==> config.mk <==
export PLATFORM = sky130hd
export DESIGN_NAME = vui_vectored_irq_unit
export DESIGN_NICKNAME = d
export VERILOG_FILES = /design/src/vui_pkg.sv /design/src/vui_axil_slave.sv /design/src/vui_prio_enc.sv /design/src/vui_vectored_irq_unit.sv
export SDC_FILE = /design/constraint.sdc
export NUM_CORES = 1
export LEC_CHECK = 0
export BUFFER_PORTS_ARGS = -buffer_cell sky130_fd_sc_hd__buf_2
export CORE_MARGIN = 3
export CORE_UTILIZATION = 40
export DETAILED_ROUTE_END_ITERATION = 10
export PLACE_DENSITY_LB_ADDON = 0.05
export SLEW_MARGIN = 30
export SYNTH_ARGS = -nofsm -noshare
export SYNTH_HDL_FRONTEND = slang
export SYNTH_SLANG_ARGS = --single-unit
export TNS_END_PERCENT = 50
==> constraint.sdc <==
create_clock -name clock -period 2.7 [get_ports clock]
set_clock_uncertainty 0.2 [all_clocks]
set_input_delay 0.54 -clock clock [delete_from_list [all_inputs] [get_ports clock]]
set_output_delay 0.54 -clock clock [all_outputs]
set_load 0.05 [all_outputs]
==> src/vui_pkg.sv <==
package vui_pkg;
  // source count and bit positions; a higher index ranks higher
  localparam int VUI_NSRC                  = 12;
  localparam int VUI_SRC_WAKEUP_EDGE       = 0;
  localparam int VUI_SRC_TIMER3_CAPTURE_B  = 1;
  localparam int VUI_SRC_TIMER3_CAPTURE_A  = 2;
  localparam int VUI_SRC_TIMER2_CAPTURE_B  = 3;
  localparam int VUI_SRC_TIMER2_CAPTURE_A  = 4;
  localparam int VUI_SRC_UART_TX           = 5;
  localparam int VUI_SRC_UART_RX           = 6;
  localparam int VUI_SRC_SERIAL_BUSY_FALL  = 7;
  localparam int VUI_SRC_TIMER1_CAPTURE_B  = 8;
  localparam int VUI_SRC_TIMER1_CAPTURE_A  = 9;
  localparam int VUI_SRC_IDLE_TIMER        = 10;
  localparam int VUI_SRC_EXTERNAL_IRQ_PIN  = 11;

  // vector slot (high byte offset in the page) per source index
  localparam logic [7:0] VUI_SLOT [VUI_NSRC] = '{
    8'hE2, 8'hE4, 8'hE6, 8'hE8, 8'hEA, 8'hEC,
    8'hEE, 8'hF2, 8'hF4, 8'hF6, 8'hF8, 8'hFA};
  localparam logic [7:0] VUI_SLOT_SW_TRAP = 8'hFE;
  localparam logic [7:0] VUI_SLOT_DEFAULT = 8'hE0;
  localparam logic [7:0] VUI_PAGE_LAST    = 8'hFF;
  localparam logic [6:0] VUI_PAGE_ZERO    = 7'h00;
  localparam logic [6:0] VUI_PAGE_ONE     = 7'h01;

  // trap entry
  localparam logic [7:0]  VUI_FORCED_TRAP_OPCODE = 8'h00;
  localparam logic [14:0] VUI_TRAP_ENTRY         = 15'h00FF;
  localparam logic [2:0]  VUI_TRAP_CYCLES        = 3'h7;

  // register map (byte addresses)
  localparam int          VUI_AW          = 8;
  localparam logic [7:0]  VUI_REG_CTRL    = 8'h00;
  localparam logic [7:0]  VUI_REG_ENABLE  = 8'h04;
  localparam logic [7:0]  VUI_REG_PENDING = 8'h08;
  localparam logic [7:0]  VUI_REG_STATUS  = 8'h0C;
  localparam int          VUI_CTRL_GIE_BIT       = 0;
  localparam int          VUI_STAT_TRAP_PEND_BIT = 16;
  localparam int          VUI_STAT_BUSY_BIT      = 17;
  localparam logic        VUI_GIE_RST     = 1'b0;
  localparam logic [11:0] VUI_ENABLE_RST  = 12'h000;
  localparam logic [11:0] VUI_PENDING_RST = 12'h000;

  // bus answers
  localparam logic [1:0] VUI_RESP_OKAY   = 2'h0;
  localparam logic [1:0] VUI_RESP_SLVERR = 2'h2;

  // vector fetch sequencer, gray along idle-hi-lo-jump
  typedef enum logic [1:0] {
    VUI_VS_IDLE = 2'h0,
    VUI_VS_HI   = 2'h1,
    VUI_VS_LO   = 2'h3,
    VUI_VS_JUMP = 2'h2
  } vui_vis_state_t;
endpackage

==> src/vui_axil_slave.sv <==
module vui_axil_slave
  import vui_pkg::*;
(
  input  wire logic              clock,     // cycle clock
  input  wire logic              reset_n,   // async reset
  input  wire logic [VUI_AW-1:0] awaddr,    // write address
  input  wire logic              awvalid,   // write address valid
  output logic                   awready,   // write address ready
  input  wire logic [31:0]       wdata,     // write data
  input  wire logic [3:0]        wstrb,     // byte enables
  input  wire logic              wvalid,    // write data valid
  output logic                   wready,    // write data ready
  output logic [1:0]             bresp,     // write response
  output logic                   bvalid,    // write response valid
  input  wire logic              bready,    // write response ready
  input  wire logic [VUI_AW-1:0] araddr,    // read address
  input  wire logic              arvalid,   // read address valid
  output logic                   arready,   // read address ready
  output logic [31:0]            rdata,     // read data
  output logic [1:0]             rresp,     // read response
  output logic                   rvalid,    // read data valid
  input  wire logic              rready,    // read data ready
  output logic                   reg_wr,    // write strobe
  output logic [VUI_AW-1:0]      reg_waddr, // write address
  output logic [31:0]            reg_wdata, // write data
  output logic [3:0]             reg_wstrb, // write lanes
  input  wire logic              reg_werr,  // write address unmapped
  output logic                   reg_rd,    // read strobe
  input  wire logic [31:0]       reg_rdata, // read value for araddr
  input  wire logic              reg_rerr   // read address unmapped
);
  logic aw_full_q, w_full_q;

  // each channel is held until the response has gone out
  assign awready = !aw_full_q && !bvalid;
  assign wready  = !w_full_q && !bvalid;
  assign reg_wr  = aw_full_q && w_full_q && !bvalid;
  assign arready = !rvalid;
  assign reg_rd  = arvalid && arready;

  // address and data taken in either order
  always_ff @(posedge clock or negedge reset_n) begin
    if (!reset_n) begin
      aw_full_q <= 1'b0;
      w_full_q  <= 1'b0;
      reg_waddr <= '0;
      reg_wdata <= '0;
      reg_wstrb <= '0;
    end else begin
      if (awvalid && awready) begin
        aw_full_q <= 1'b1;
        reg_waddr <= awaddr;
      end else if (reg_wr) begin
        aw_full_q <= 1'b0;
      end
      if (wvalid && wready) begin
        w_full_q  <= 1'b1;
        reg_wdata <= wdata;
        reg_wstrb <= wstrb;
      end else if (reg_wr) begin
        w_full_q <= 1'b0;
      end
    end
  end

  // responses
  always_ff @(posedge clock or negedge reset_n) begin
    if (!reset_n) begin
      bvalid <= 1'b0;
      bresp  <= VUI_RESP_OKAY;
      rvalid <= 1'b0;
      rresp  <= VUI_RESP_OKAY;
      rdata  <= '0;
    end else begin
      if (reg_wr) begin
        bvalid <= 1'b1;
        bresp  <= reg_werr ? VUI_RESP_SLVERR : VUI_RESP_OKAY;
      end else if (bready) begin
        bvalid <= 1'b0;
      end
      if (reg_rd) begin
        rvalid <= 1'b1;
        rdata  <= reg_rdata;
        rresp  <= reg_rerr ? VUI_RESP_SLVERR : VUI_RESP_OKAY;
      end else if (rready) begin
        rvalid <= 1'b0;
      end
    end
  end
endmodule

==> src/vui_prio_enc.sv <==
module vui_prio_enc
  import vui_pkg::*;
#(
  parameter int N  = VUI_NSRC,
  parameter int IW = $clog2(N)
) (
  input  wire logic [N-1:0]  req,   // active sources
  output logic               found, // any active
  output logic [IW-1:0]      index  // highest active index
);
  // scan upward so the highest set bit is left standing
  always_comb begin
    found = 1'b0;
    index = '0;
    for (int i = 0; i < N; i++) begin
      if (req[i]) begin
        found = 1'b1;
        index = IW'(i);
      end
    end
  end
endmodule

==> src/vui_vectored_irq_unit.sv <==
// Behaviour
// - thirteen sources, each with fixed rank and two-byte vector slot
// - all sources but the software trap have enable and pending flags
// - a maskable source is active only when enabled and pending
// - global enable plus active source interrupts at next boundary
// - interruption substitutes opcode 00 into the instruction register
// - forced trap clears global enable, pushes address, loads 00FF, 7 cycles
// - fixed priority order, software trap highest, default lowest
// - vector slots ascend with rank from E0 up to FA, trap FE
// - vector select picks the highest active source when it executes
// - losing sources stay pending and interrupt again after return
// - return from interrupt sets the global enable
// - each vector is a 15-bit target in two consecutive bytes
// - vector table in vector-select page, next page if last; never zero
// - vector select with nothing active uses the default slot E0
// - fetching the trap opcode from memory raises a software trap
// - trap latch keeps global enable, blocks others, steers vector select
// - trap latch cleared only by clear-pending instruction or reset
// - only another software trap interrupts a software trap service
module vui_vectored_irq_unit
  import vui_pkg::*;
(
  input  wire logic                clock,          // instruction clock
  input  wire logic                reset_n,        // async reset
  input  wire logic [VUI_AW-1:0]   awaddr,         // axi write address
  input  wire logic                awvalid,        // axi
  output logic                     awready,        // axi
  input  wire logic [31:0]         wdata,          // axi write data
  input  wire logic [3:0]          wstrb,          // axi byte enables
  input  wire logic                wvalid,         // axi
  output logic                     wready,         // axi
  output logic [1:0]               bresp,          // axi
  output logic                     bvalid,         // axi
  input  wire logic                bready,         // axi
  input  wire logic [VUI_AW-1:0]   araddr,         // axi read address
  input  wire logic                arvalid,        // axi
  output logic                     arready,        // axi
  output logic [31:0]              rdata,          // axi read data
  output logic [1:0]               rresp,          // axi
  output logic                     rvalid,         // axi
  input  wire logic                rready,         // axi
  input  wire logic [VUI_NSRC-1:0] src_event,      // source event pulses
  input  wire logic                instr_boundary, // about to execute
  input  wire logic [7:0]          next_opcode,    // fetched opcode
  input  wire logic [14:0]         next_pc,        // its address
  output logic                     ir_force,       // substitute opcode
  output logic [7:0]               ir_opcode,      // opcode substituted
  output logic                     trap_busy,      // trap sequence running
  output logic                     trap_push_req,  // push return address
  output logic [14:0]              trap_push_addr, // return address
  output logic                     trap_pc_load,   // load entry point
  output logic [14:0]              trap_pc_value,  // entry point
  input  wire logic                exec_vis,       // vector_select_instr
  input  wire logic [14:0]         vis_pc,         // its address
  input  wire logic                exec_return_from_irq_instr,      // return_from_irq_instr
  input  wire logic                exec_clear_trap_pending_instr,      // clear_trap_pending_instr
  output logic                     rom_req,        // vector byte request
  output logic [14:0]              rom_addr,       // vector byte address
  input  wire logic                rom_ack,        // byte returned
  input  wire logic [7:0]          rom_data,       // byte value
  output logic                     jump_valid,     // indirect jump pulse
  output logic [14:0]              jump_target,    // jump address
  output logic                     global_irq_enable, // enable state
  output logic                     sw_trap_pending // hidden trap latch
);
  logic                gie_q, trap_pend_q, busy_q;
  logic [VUI_NSRC-1:0] enable_q, pending_q, active;
  logic [2:0]          cnt_q;
  logic                take, st_hit, found;
  logic [3:0]          top_idx;
  logic                reg_wr, reg_rd, reg_werr, reg_rerr;
  logic [VUI_AW-1:0]   reg_waddr;
  logic [31:0]         reg_wdata, reg_rdata;
  logic [3:0]          reg_wstrb;
  logic [15:0]         wmask;
  logic                wr_ctrl, wr_en, wr_pend;
  vui_vis_state_t      vs_q;
  logic [6:0]          page;
  logic [6:0]          tgt_hi_q;

  vui_axil_slave u_bus (
    .clock     (clock),
    .reset_n   (reset_n),
    .awaddr    (awaddr),
    .awvalid   (awvalid),
    .awready   (awready),
    .wdata     (wdata),
    .wstrb     (wstrb),
    .wvalid    (wvalid),
    .wready    (wready),
    .bresp     (bresp),
    .bvalid    (bvalid),
    .bready    (bready),
    .araddr    (araddr),
    .arvalid   (arvalid),
    .arready   (arready),
    .rdata     (rdata),
    .rresp     (rresp),
    .rvalid    (rvalid),
    .rready    (rready),
    .reg_wr    (reg_wr),
    .reg_waddr (reg_waddr),
    .reg_wdata (reg_wdata),
    .reg_wstrb (reg_wstrb),
    .reg_werr  (reg_werr),
    .reg_rd    (reg_rd),
    .reg_rdata (reg_rdata),
    .reg_rerr  (reg_rerr)
  );

  // write decode; only the two low byte lanes hold bits
  assign wmask   = {{8{reg_wstrb[1]}}, {8{reg_wstrb[0]}}};
  assign wr_ctrl = reg_wr && reg_waddr == VUI_REG_CTRL;
  assign wr_en   = reg_wr && reg_waddr == VUI_REG_ENABLE;
  assign wr_pend = reg_wr && reg_waddr == VUI_REG_PENDING;
  assign reg_werr = !(reg_waddr == VUI_REG_CTRL ||
                      reg_waddr == VUI_REG_ENABLE ||
                      reg_waddr == VUI_REG_PENDING ||
                      reg_waddr == VUI_REG_STATUS);

  // read mux; unmapped reads give zero with an error
  always_comb begin
    reg_rdata = 32'h0000_0000;
    reg_rerr  = 1'b0;
    unique case (araddr)
      VUI_REG_CTRL:    reg_rdata[VUI_CTRL_GIE_BIT] = gie_q;
      VUI_REG_ENABLE:  reg_rdata[VUI_NSRC-1:0] = enable_q;
      VUI_REG_PENDING: reg_rdata[VUI_NSRC-1:0] = pending_q;
      VUI_REG_STATUS: begin
        reg_rdata[VUI_NSRC-1:0]          = active;
        reg_rdata[VUI_STAT_TRAP_PEND_BIT] = trap_pend_q;
        reg_rdata[VUI_STAT_BUSY_BIT]      = busy_q;
      end
      default:         reg_rerr = 1'b1;
    endcase
  end

  // qualification and ranking of maskable sources
  assign active = enable_q & pending_q;
  vui_prio_enc #(.N(VUI_NSRC), .IW(4)) u_rank (
    .req   (active),
    .found (found),
    .index (top_idx)
  );

  // boundary decision; the trap latch and a running sequence hold off
  // maskable sources, a fetched trap opcode is held off only by a running sequence or a same-cycle take
  assign take   = instr_boundary && !busy_q && gie_q && found &&
                  !trap_pend_q;
  assign st_hit = instr_boundary && !busy_q && !take &&
                  next_opcode == VUI_FORCED_TRAP_OPCODE;
  assign ir_force  = take;
  assign ir_opcode = VUI_FORCED_TRAP_OPCODE;
  assign trap_busy = busy_q;
  assign trap_pc_value     = VUI_TRAP_ENTRY;
  assign global_irq_enable = gie_q;
  assign sw_trap_pending   = trap_pend_q;

  // enable and pending flags; hardware never clears a pending bit,
  // software clears by writing one and a same-cycle event wins
  always_ff @(posedge clock or negedge reset_n) begin
    if (!reset_n) begin
      enable_q  <= VUI_ENABLE_RST;
      pending_q <= VUI_PENDING_RST;
    end else begin
      if (wr_en) begin
        enable_q <= (enable_q & ~wmask[VUI_NSRC-1:0]) |
                    (reg_wdata[VUI_NSRC-1:0] & wmask[VUI_NSRC-1:0]);
      end
      pending_q <= (pending_q & ~({VUI_NSRC{wr_pend}} &
                    reg_wdata[VUI_NSRC-1:0] & wmask[VUI_NSRC-1:0])) |
                   src_event;
    end
  end

  // global enable: forced trap entry clears it, return sets it
  always_ff @(posedge clock or negedge reset_n) begin
    if (!reset_n) begin
      gie_q <= VUI_GIE_RST;
    end else if (take) begin
      gie_q <= 1'b0;
    end else if (exec_return_from_irq_instr) begin
      gie_q <= 1'b1;
    end else if (wr_ctrl && reg_wstrb[0]) begin
      gie_q <= reg_wdata[VUI_CTRL_GIE_BIT];
    end
  end

  // hidden trap latch; a new trap wins over a same-cycle clear
  always_ff @(posedge clock or negedge reset_n) begin
    if (!reset_n) begin
      trap_pend_q <= 1'b0;
    end else if (st_hit) begin
      trap_pend_q <= 1'b1;
    end else if (exec_clear_trap_pending_instr) begin
      trap_pend_q <= 1'b0;
    end
  end

  // trap sequence: push on the first cycle, entry load on the seventh
  always_ff @(posedge clock or negedge reset_n) begin
    if (!reset_n) begin
      busy_q         <= 1'b0;
      cnt_q          <= 3'h0;
      trap_push_req  <= 1'b0;
      trap_push_addr <= 15'h0000;
      trap_pc_load   <= 1'b0;
    end else begin
      trap_push_req <= 1'b0;
      trap_pc_load  <= 1'b0;
      if (take || st_hit) begin
        busy_q         <= 1'b1;
        cnt_q          <= VUI_TRAP_CYCLES - 3'h1;
        trap_push_req  <= 1'b1;
        trap_push_addr <= next_pc;
      end else if (busy_q) begin
        cnt_q <= cnt_q - 3'h1;
        if (cnt_q == 3'h1) begin
          trap_pc_load <= 1'b1;
        end
        if (cnt_q == 3'h0) begin
          busy_q <= 1'b0;
        end
      end
    end
  end

  // table page: same as the select, next one from the last byte,
  // page zero is redirected since it can never hold the table
  always_comb begin
    page = (vis_pc[7:0] == VUI_PAGE_LAST) ? vis_pc[14:8] + 7'h01
                                          : vis_pc[14:8];
    if (page == VUI_PAGE_ZERO) begin
      page = VUI_PAGE_ONE;
    end
  end

  // vector fetch: sample once at the select, then read two bytes
  always_ff @(posedge clock or negedge reset_n) begin
    if (!reset_n) begin
      vs_q        <= VUI_VS_IDLE;
      rom_req     <= 1'b0;
      rom_addr    <= 15'h0000;
      tgt_hi_q    <= 7'h00;
      jump_valid  <= 1'b0;
      jump_target <= 15'h0000;
    end else begin
      jump_valid <= 1'b0;
      unique case (vs_q)
        VUI_VS_IDLE: begin
          if (exec_vis) begin
            vs_q     <= VUI_VS_HI;
            rom_req  <= 1'b1;
            rom_addr[14:8] <= page;
            if (trap_pend_q) begin
              rom_addr[7:0] <= VUI_SLOT_SW_TRAP;
            end else if (found) begin
              rom_addr[7:0] <= VUI_SLOT[top_idx];
            end else begin
              rom_addr[7:0] <= VUI_SLOT_DEFAULT;
            end
          end
        end
        VUI_VS_HI: begin
          if (rom_ack) begin
            tgt_hi_q <= rom_data[6:0];
            rom_addr <= rom_addr + 15'h0001;
            vs_q     <= VUI_VS_LO;
          end
        end
        VUI_VS_LO: begin
          if (rom_ack) begin
            rom_req     <= 1'b0;
            jump_target <= {tgt_hi_q, rom_data};
            jump_valid  <= 1'b1;
            vs_q        <= VUI_VS_JUMP;
          end
        end
        VUI_VS_JUMP: vs_q <= VUI_VS_IDLE;
      endcase
    end
  end
endmodule
==> metrics.txt, run 1 <==
result of the run=completed; Antenna Cells=0; post-detailed-route via-to-cell ratio=5.079; critical-path maximum fanout=4; Clock transition at path regs=0.06 ns; Crit path arrival time=1.90 ns; starting density of the core=0.4170; GRT met1 Usage=0.2206; DRC=0; via count of the first global-routing pass=4718; PnR Total Power=9331 uW; estimated wirelength of the detail-placed design=10910 um; width of the chip=130.5 um; startpoint of the worst hold path=bready; period utilisation layout=0.9774; latest clock arrival within the worst-skew pair=0.41 ns; Async S/R FF share, synth=1.000; mean area per synthesized cell=11.07 um^2; Relative slew margins=0.5362; global-route wire length before repair=23470 um; critical path start-end classification=flop to output port; met2 Usage GRT=0.2831; netlist area before placement=6198 um^2; post-synthesis sequential element count=130; worst setup path startpoint=pending_q[2]; drt total wl=14540 um; fill count=1362; clock buffer depth=2; family with the most delay on the worst path=compound AO/OA/AOI/OAI gates; number of enable-type register cells in the synthesized netlist=0; clock buffer count from CTS=17; Synthesis Warnings=0; worst vdd rail ir drop=0.6096 mV; Final Wtd Congestion=0.8135; row count=44; slowest cell delay on critical path=0.41 ns; count of nets left with antenna violations after detail routing=0; Vert. Die Dim=130.5 um; share of cells above drive strength 1=0.4021; pin count of the biggest net entering global routing=65; synthesized netlist cell count=560; met3 usage=0.06341; number of max-slew violations in the final report=0; number of setup violations in the final report=0; count of H-tree levels built during CTS=4; cell types with the largest area share after synthesis=sky130_fd_sc_hd__dfrtp_1 52%, sky130_fd_sc_hd__mux2_2 13%, sky130_fd_sc_hd__buf_4 5.2%, sky130_fd_sc_hd__nand2_1 3.2%, sky130_fd_sc_hd__o21ai_0 2.7%; Remaining Overflow, GRT=0; clock tree from TritonCTS=done; quantity of I/O buffers inserted on ports=173; Worst Hold Class=input port to flop; slew at the pin closest to its max-slew limit=0.6957 ns; number of clock sinks=130; WL/cell=15.39 um; number of nets in the layout=879; number of distinct library cells after synthesis=54; R2R setup slack=0.23 ns; critical path endpoint category=output port; data required time at the worst endpoint=1.96 ns; maximum clock frequency=378.9 MHz; fraction of the yosys area taken by sequential cells=0.5248; post-layout util=0.5309; cell leakage power=0.003837 uW; P&R area growth vs syn=27.31%; DRT iter0 DRCs=173; final number of hold-violating endpoints=0; library cell used as clock root buffer=sky130_fd_sc_hd__clkbuf_16; first-pass detailed-route iteration total=5; die area=17030 um^2; final sum of negative setup slack=0 ns; critical path's slowest cell=sky130_fd_sc_hd__dfrtp_1; final critical path time including I/O delays and setup=2.639 ns; most used cells in the layout excluding fill and tap cells=171 x sky130_fd_sc_hd__buf_2, 130 x sky130_fd_sc_hd__dfrtp_1, 71 x sky130_fd_sc_hd__mux2_2; most common cell after layout, fill and taps aside=sky130_fd_sc_hd__buf_2; count of boundary I/O pins=239; Pwr Density=1182 nW/um^2; initial antenna violation count=1; area occupied by multi-input gates=2673 um^2; GRT Util Overall=0.1771; placeable core area=14860 um^2; # Max-Cap Violations=0; cells traversed along the worst timing path=a22o_1, a221oi_4, nand4_1, and4_4, buf_6; setup repair after global routing missed its margin=true; highest-utilization routing layer at the global route stage=met2; WP buf/inv=1; vias after detailed routing=4800; cell taking the most area after synthesis=sky130_fd_sc_hd__dfrtp_1; kind of start point of the critical path=flop; sequential cell area in the final layout=3253 um^2; top cell type's share of synthesized area=0.5248; most common flop cell mapped by yosys=sky130_fd_sc_hd__dfrtp_1
## worst register-to-register path: stages, from the launching register on
cell and delay [ns]:
sky130_fd_sc_hd__dfrtp_1 0.39, sky130_fd_sc_hd__buf_4 0.15, sky130_fd_sc_hd__nand2_1 0.05, sky130_fd_sc_hd__a32o_1 0.18, sky130_fd_sc_hd__a22oi_1 0.09, sky130_fd_sc_hd__a21oi_2 0.15, sky130_fd_sc_hd__o21a_1 0.18, sky130_fd_sc_hd__ha_1 0.18
sky130_fd_sc_hd__or3b_2 0.44, sky130_fd_sc_hd__a21oi_1 0.16, sky130_fd_sc_hd__o31ai_1 0.08, sky130_fd_sc_hd__o311ai_0 0.11
## timing repair
action                     in CTS  in global routing
hold endpoints to repair       61                  0
gates cloned                    0                  0
pin swaps                       3                  4
gates resized for setup         2                  5
hold buffers                    1                  0
setup endpoints to repair       1                  2
setup buffers                   4                  1
## cell usage after synthesis (all sizes together), types with 4 or more instances
cell and count:
dfrtp 130, mux2 71, nand2 54, buf 45, o21ai 33, nor2 29
a21oi 26, clkbuf 17, a21o 16, o22ai 16, inv 15, nand3 12
and3 8, ha 8, nand2b 7, nor3 6, a22oi 4, nor2b 4
xnor2 4, xor2 4
## routing by layer
metal | part of all wire | routed length (um)
met5 | 0.0012 | 18
met1 | 0.42 | 6098
met2 | 0.49 | 7145
met4 | 0.018 | 263
met3 | 0.070 | 1016
## cell type report
| cell class | instances | share of cell area |
|---|---|---|
| multi-input cells | 394 | 0.3387 |
| well taps | 184 | 0.02917 |
| flip-flops and latches | 130 | 0.4122 |
| inverters | 15 | 0.007135 |
| repair buffers | 191 | 0.1319 |
| clock buffers | 23 | 0.06184 |
| clock inverters | 8 | 0.01903 |
## sequential cells by signal (all words and copies together), names as in the netlist, 2 cells and up, named ones only
register,count
cnt_q,3
jump_target,15
pending_q,12
rom_addr,15
tgt_hi_q,7
trap_push_addr,15
u_bus.rdata,14
u_bus.reg_waddr,8
u_bus.reg_wdata,12
u_bus.reg_wstrb,2
vs_q,2
## stage by stage
step	cell area, um^2	hold WS, ns	setup WS [ns]	cells
3_3_place_gp	7176	0.2612	0.1909	908
5_1_grt	7891	0.07569	-0.02554	945
6_report	7891	0.09641	0.06097	945
4_1_cts	7863	0.07937	0.02080	944
2_1_floorplan	6355	0.04441	0.1381	601
3_5_place_dp	7176	0.2692	0.1482	908
## logic make-up (layout without fill, tap and decap cells)
group / Yosys count / in the layout / synth area share
AO/OA/AOI/OAI: 119 / 119 / 0.1209
XOR/XNOR: 8 / 8 / 0.01130
adder cells (fa/ha/maj): 8 / 8 / 0.01615
buffers and inverters: 77 / 237 / 0.07307
flip-flops: 130 / 130 / 0.5248
multiplexers: 73 / 73 / 0.1322
other: 2 / 43 / 0.001212
AND/OR/NAND/NOR: 143 / 143 / 0.1203
## power by group
| part | internal, uW | switching [uW] | total (uW) |
|---|---|---|---|
| Combinational | 1290 | 2510 | 3800 |
| Sequential | 2600 | 471 | 3070 |
| Clock | 1640 | 817 | 2460 |
| Total | 5540 | 3790 | 9330 |
## worst paths after layout
check	endpoint	cells after the start
min	u_bus.bvalid	2
max in group asynchronous	u_bus.reg_wdata[10]	3
min reg2reg	u_bus.rdata[6]	2
max reg2reg	rom_addr[3]	11
max	ir_force	5
min in group asynchronous	trap_busy	2
Power figures use the tool's default switching activity.
==> run 2, diff against run 1 <==
--- a/config.mk
+++ b/config.mk
@@ -9,7 +9,7 @@
 export CORE_MARGIN = 3
 export CORE_UTILIZATION = 40
 export DETAILED_ROUTE_END_ITERATION = 10
-export PLACE_DENSITY_LB_ADDON = 0.05
+export PLACE_DENSITY = 0.68
 export SLEW_MARGIN = 30
 export SYNTH_ARGS = -nofsm -noshare
 export SYNTH_HDL_FRONTEND = slang
==> metrics.txt, run 2 (same netlist as run 1, synthesis figures left out) <==
R2R Path Start=pending_q[2]; post-layout util=0.5260; Remaining Overflow, GRT=0; via count of the first global-routing pass=4829; first-pass detailed-route iteration total=4; period utilisation layout=0.9691; cell leakage power=0.003799 uW; worst vdd rail ir drop=0.6592 mV; final number of hold-violating endpoints=0; P&R area growth vs syn=26.14%; drt total wl=14850 um; share of cells above drive strength 1=0.4008; most common cell after layout, fill and taps aside=sky130_fd_sc_hd__buf_2; worst setup path startpoint=pending_q[2]; critical path's slowest cell=sky130_fd_sc_hd__dfrtp_1; PnR Total Power=9216 uW; latest clock arrival within the worst-skew pair=0.41 ns; R2R setup slack=0.18 ns; row count=44; critical path endpoint category=output port; initial antenna violation count=2; number of nets in the layout=878; GRT Util Overall=0.1742; post-route design area=7819 um^2; Crit path arrival time=1.88 ns; WL/cell=15.72 um; global-route wire length before repair=23490 um; Final Wtd Congestion=0.8441; # Max-Cap Violations=0; critical-path maximum fanout=2; post-detailed-route via-to-cell ratio=5.086; count of boundary I/O pins=239; count of nets left with antenna violations after detail routing=0; endpoint of the lowest-slack register-to-register path=rom_addr[3]; clock buffer depth=2; post-detailed-placement cell area=7133 um^2; DRC=0; count of cells along the worst register-to-register path=11; number of clock sinks=130; vias after detailed routing=4806; starting density of the core=0.4170; slowest cell delay on critical path=0.38 ns; Vert. Die Dim=130.5 um; quantity of I/O buffers inserted on ports=173; most used cells in the layout excluding fill and tap cells=171 x sky130_fd_sc_hd__buf_2, 130 x sky130_fd_sc_hd__dfrtp_1, 71 x sky130_fd_sc_hd__mux2_2; estimated wirelength of the detail-placed design=11280 um; data required time at the worst endpoint=1.96 ns; Relative slew margins=0.4994; final critical path time including I/O delays and setup=2.616 ns; kind of start point of the critical path=flop; clock buffer count from CTS=17; clock tree from TritonCTS=done; Worst Hold Class=input port to flop; number of setup violations in the final report=0; Largest regs=jump_target: 15 flops, rom_addr: 15 flops, trap_push_addr: 15 flops; pin count of the biggest net entering global routing=59; placeable core area=14860 um^2; DRT iter0 DRCs=209; library cell used as clock root buffer=sky130_fd_sc_hd__clkbuf_16; Clock transition at path regs=0.05 ns; die area=17030 um^2; end point of the critical path=ir_force; width of the chip=130.5 um; Pwr Density=1179 nW/um^2; setup repair after global routing missed its margin=true; critical path start-end classification=flop to output port; count of H-tree levels built during CTS=4; cells traversed along the worst timing path=a22o_1, a221oi_2, nand4_1, and4_4, buf_6; Antenna Cells=0; maximum clock frequency=382.2 MHz; slew at the pin closest to its max-slew limit=0.7488 ns; result of the run=completed; number of max-slew violations in the final report=0
run 2: cell count changes in the layout (fill, tap and decap cells not counted):
| cell | previous run | this run |
|---|---|---|
| sky130_fd_sc_hd__clkinvlp_4 | 1 | 3 |
| sky130_fd_sc_hd__bufinv_16 | 4 | 3 |
| sky130_fd_sc_hd__a221oi_4 | 1 | 0 |
| sky130_fd_sc_hd__a221oi_2 | 0 | 1 |
| sky130_fd_sc_hd__clkinv_4 | 2 | 0 |
| sky130_fd_sc_hd__clkinv_2 | 1 | 4 |
| sky130_fd_sc_hd__clkbuf_1 | 2 | 3 |
| sky130_fd_sc_hd__buf_12 | 2 | 1 |
| sky130_fd_sc_hd__clkbuf_8 | 4 | 2 |
run 2: cell type report:
class / instances / area, um^2
Multi-Input combinational cell: 394 / 2661
Tap cell: 184 / 230.2
Timing Repair Buffer: 190 / 1021
Clock buffer: 22 / 464.2
Inverter: 15 / 56.30
Fill cell: 1347 / 7046
Sequential cell: 130 / 3253
Clock inverter: 10 / 132.6
run 2: worst min path at each step:
stage / startpoint / endpoint / slack (ns) / cells after the start
after floorplan: reset_n / asynchronous set/reset pin / 0.04 / 0
after global placement: u_bus.rresp[1] / u_bus.rresp[1] / 0.26 / 2
after detailed placement: u_bus.rdata[5] / u_bus.rdata[5] / 0.27 / 2
after CTS: src_event[11] / pending_q[11] / 0.09 / 2
after global routing: src_event[11] / pending_q[11] / 0.11 / 2
final: src_event[11] / pending_q[11] / 0.11 / 2
run 2: repair_timing:
item	4_1_cts	5_1_grt
hold buffers	1	0
setup endpoints to repair	1	2
buffers inserted	4	4
resized for setup	2	4
endpoints found under the hold margin	56	0
pin swaps	3	3
run 2: critical path, delay by kind of cell, from the launching register on:
family          cells  cell delay (ns)
flops               1             0.38
buf+inv             1             0.15
simple gates        2             0.43
compound gates      2             0.50
run 2: per-layer routing:
layer,vias up,wire length (um),GRT usage,share of wire
met1,2353,6040,0.2116,0.41
li1,2280,-,-,-
met3,20,989,0.04756,0.067
met2,149,7518,0.2939,0.51
met5,-,21,0,0.0014
met4,4,285,0.07078,0.019
run 2: metrics by stage:
stage                     setup slack [ns]  setup TNS (ns)  std cells  hold slack (ns)
after global placement              0.1976               0        904           0.2617
after detailed placement            0.1737               0        904           0.2679
final                              0.08355               0        945           0.1122
after global routing              -0.03286        -0.03286        945           0.1054
after CTS                         0.008958               0        941          0.09009
after floorplan                     0.1381               0        601          0.04441
run 2: power breakdown:
part,internal [uW],total [uW],switching [uW]
Clock,1490,2300,809
Sequential,2600,3100,498
Combinational,1290,3810,2520
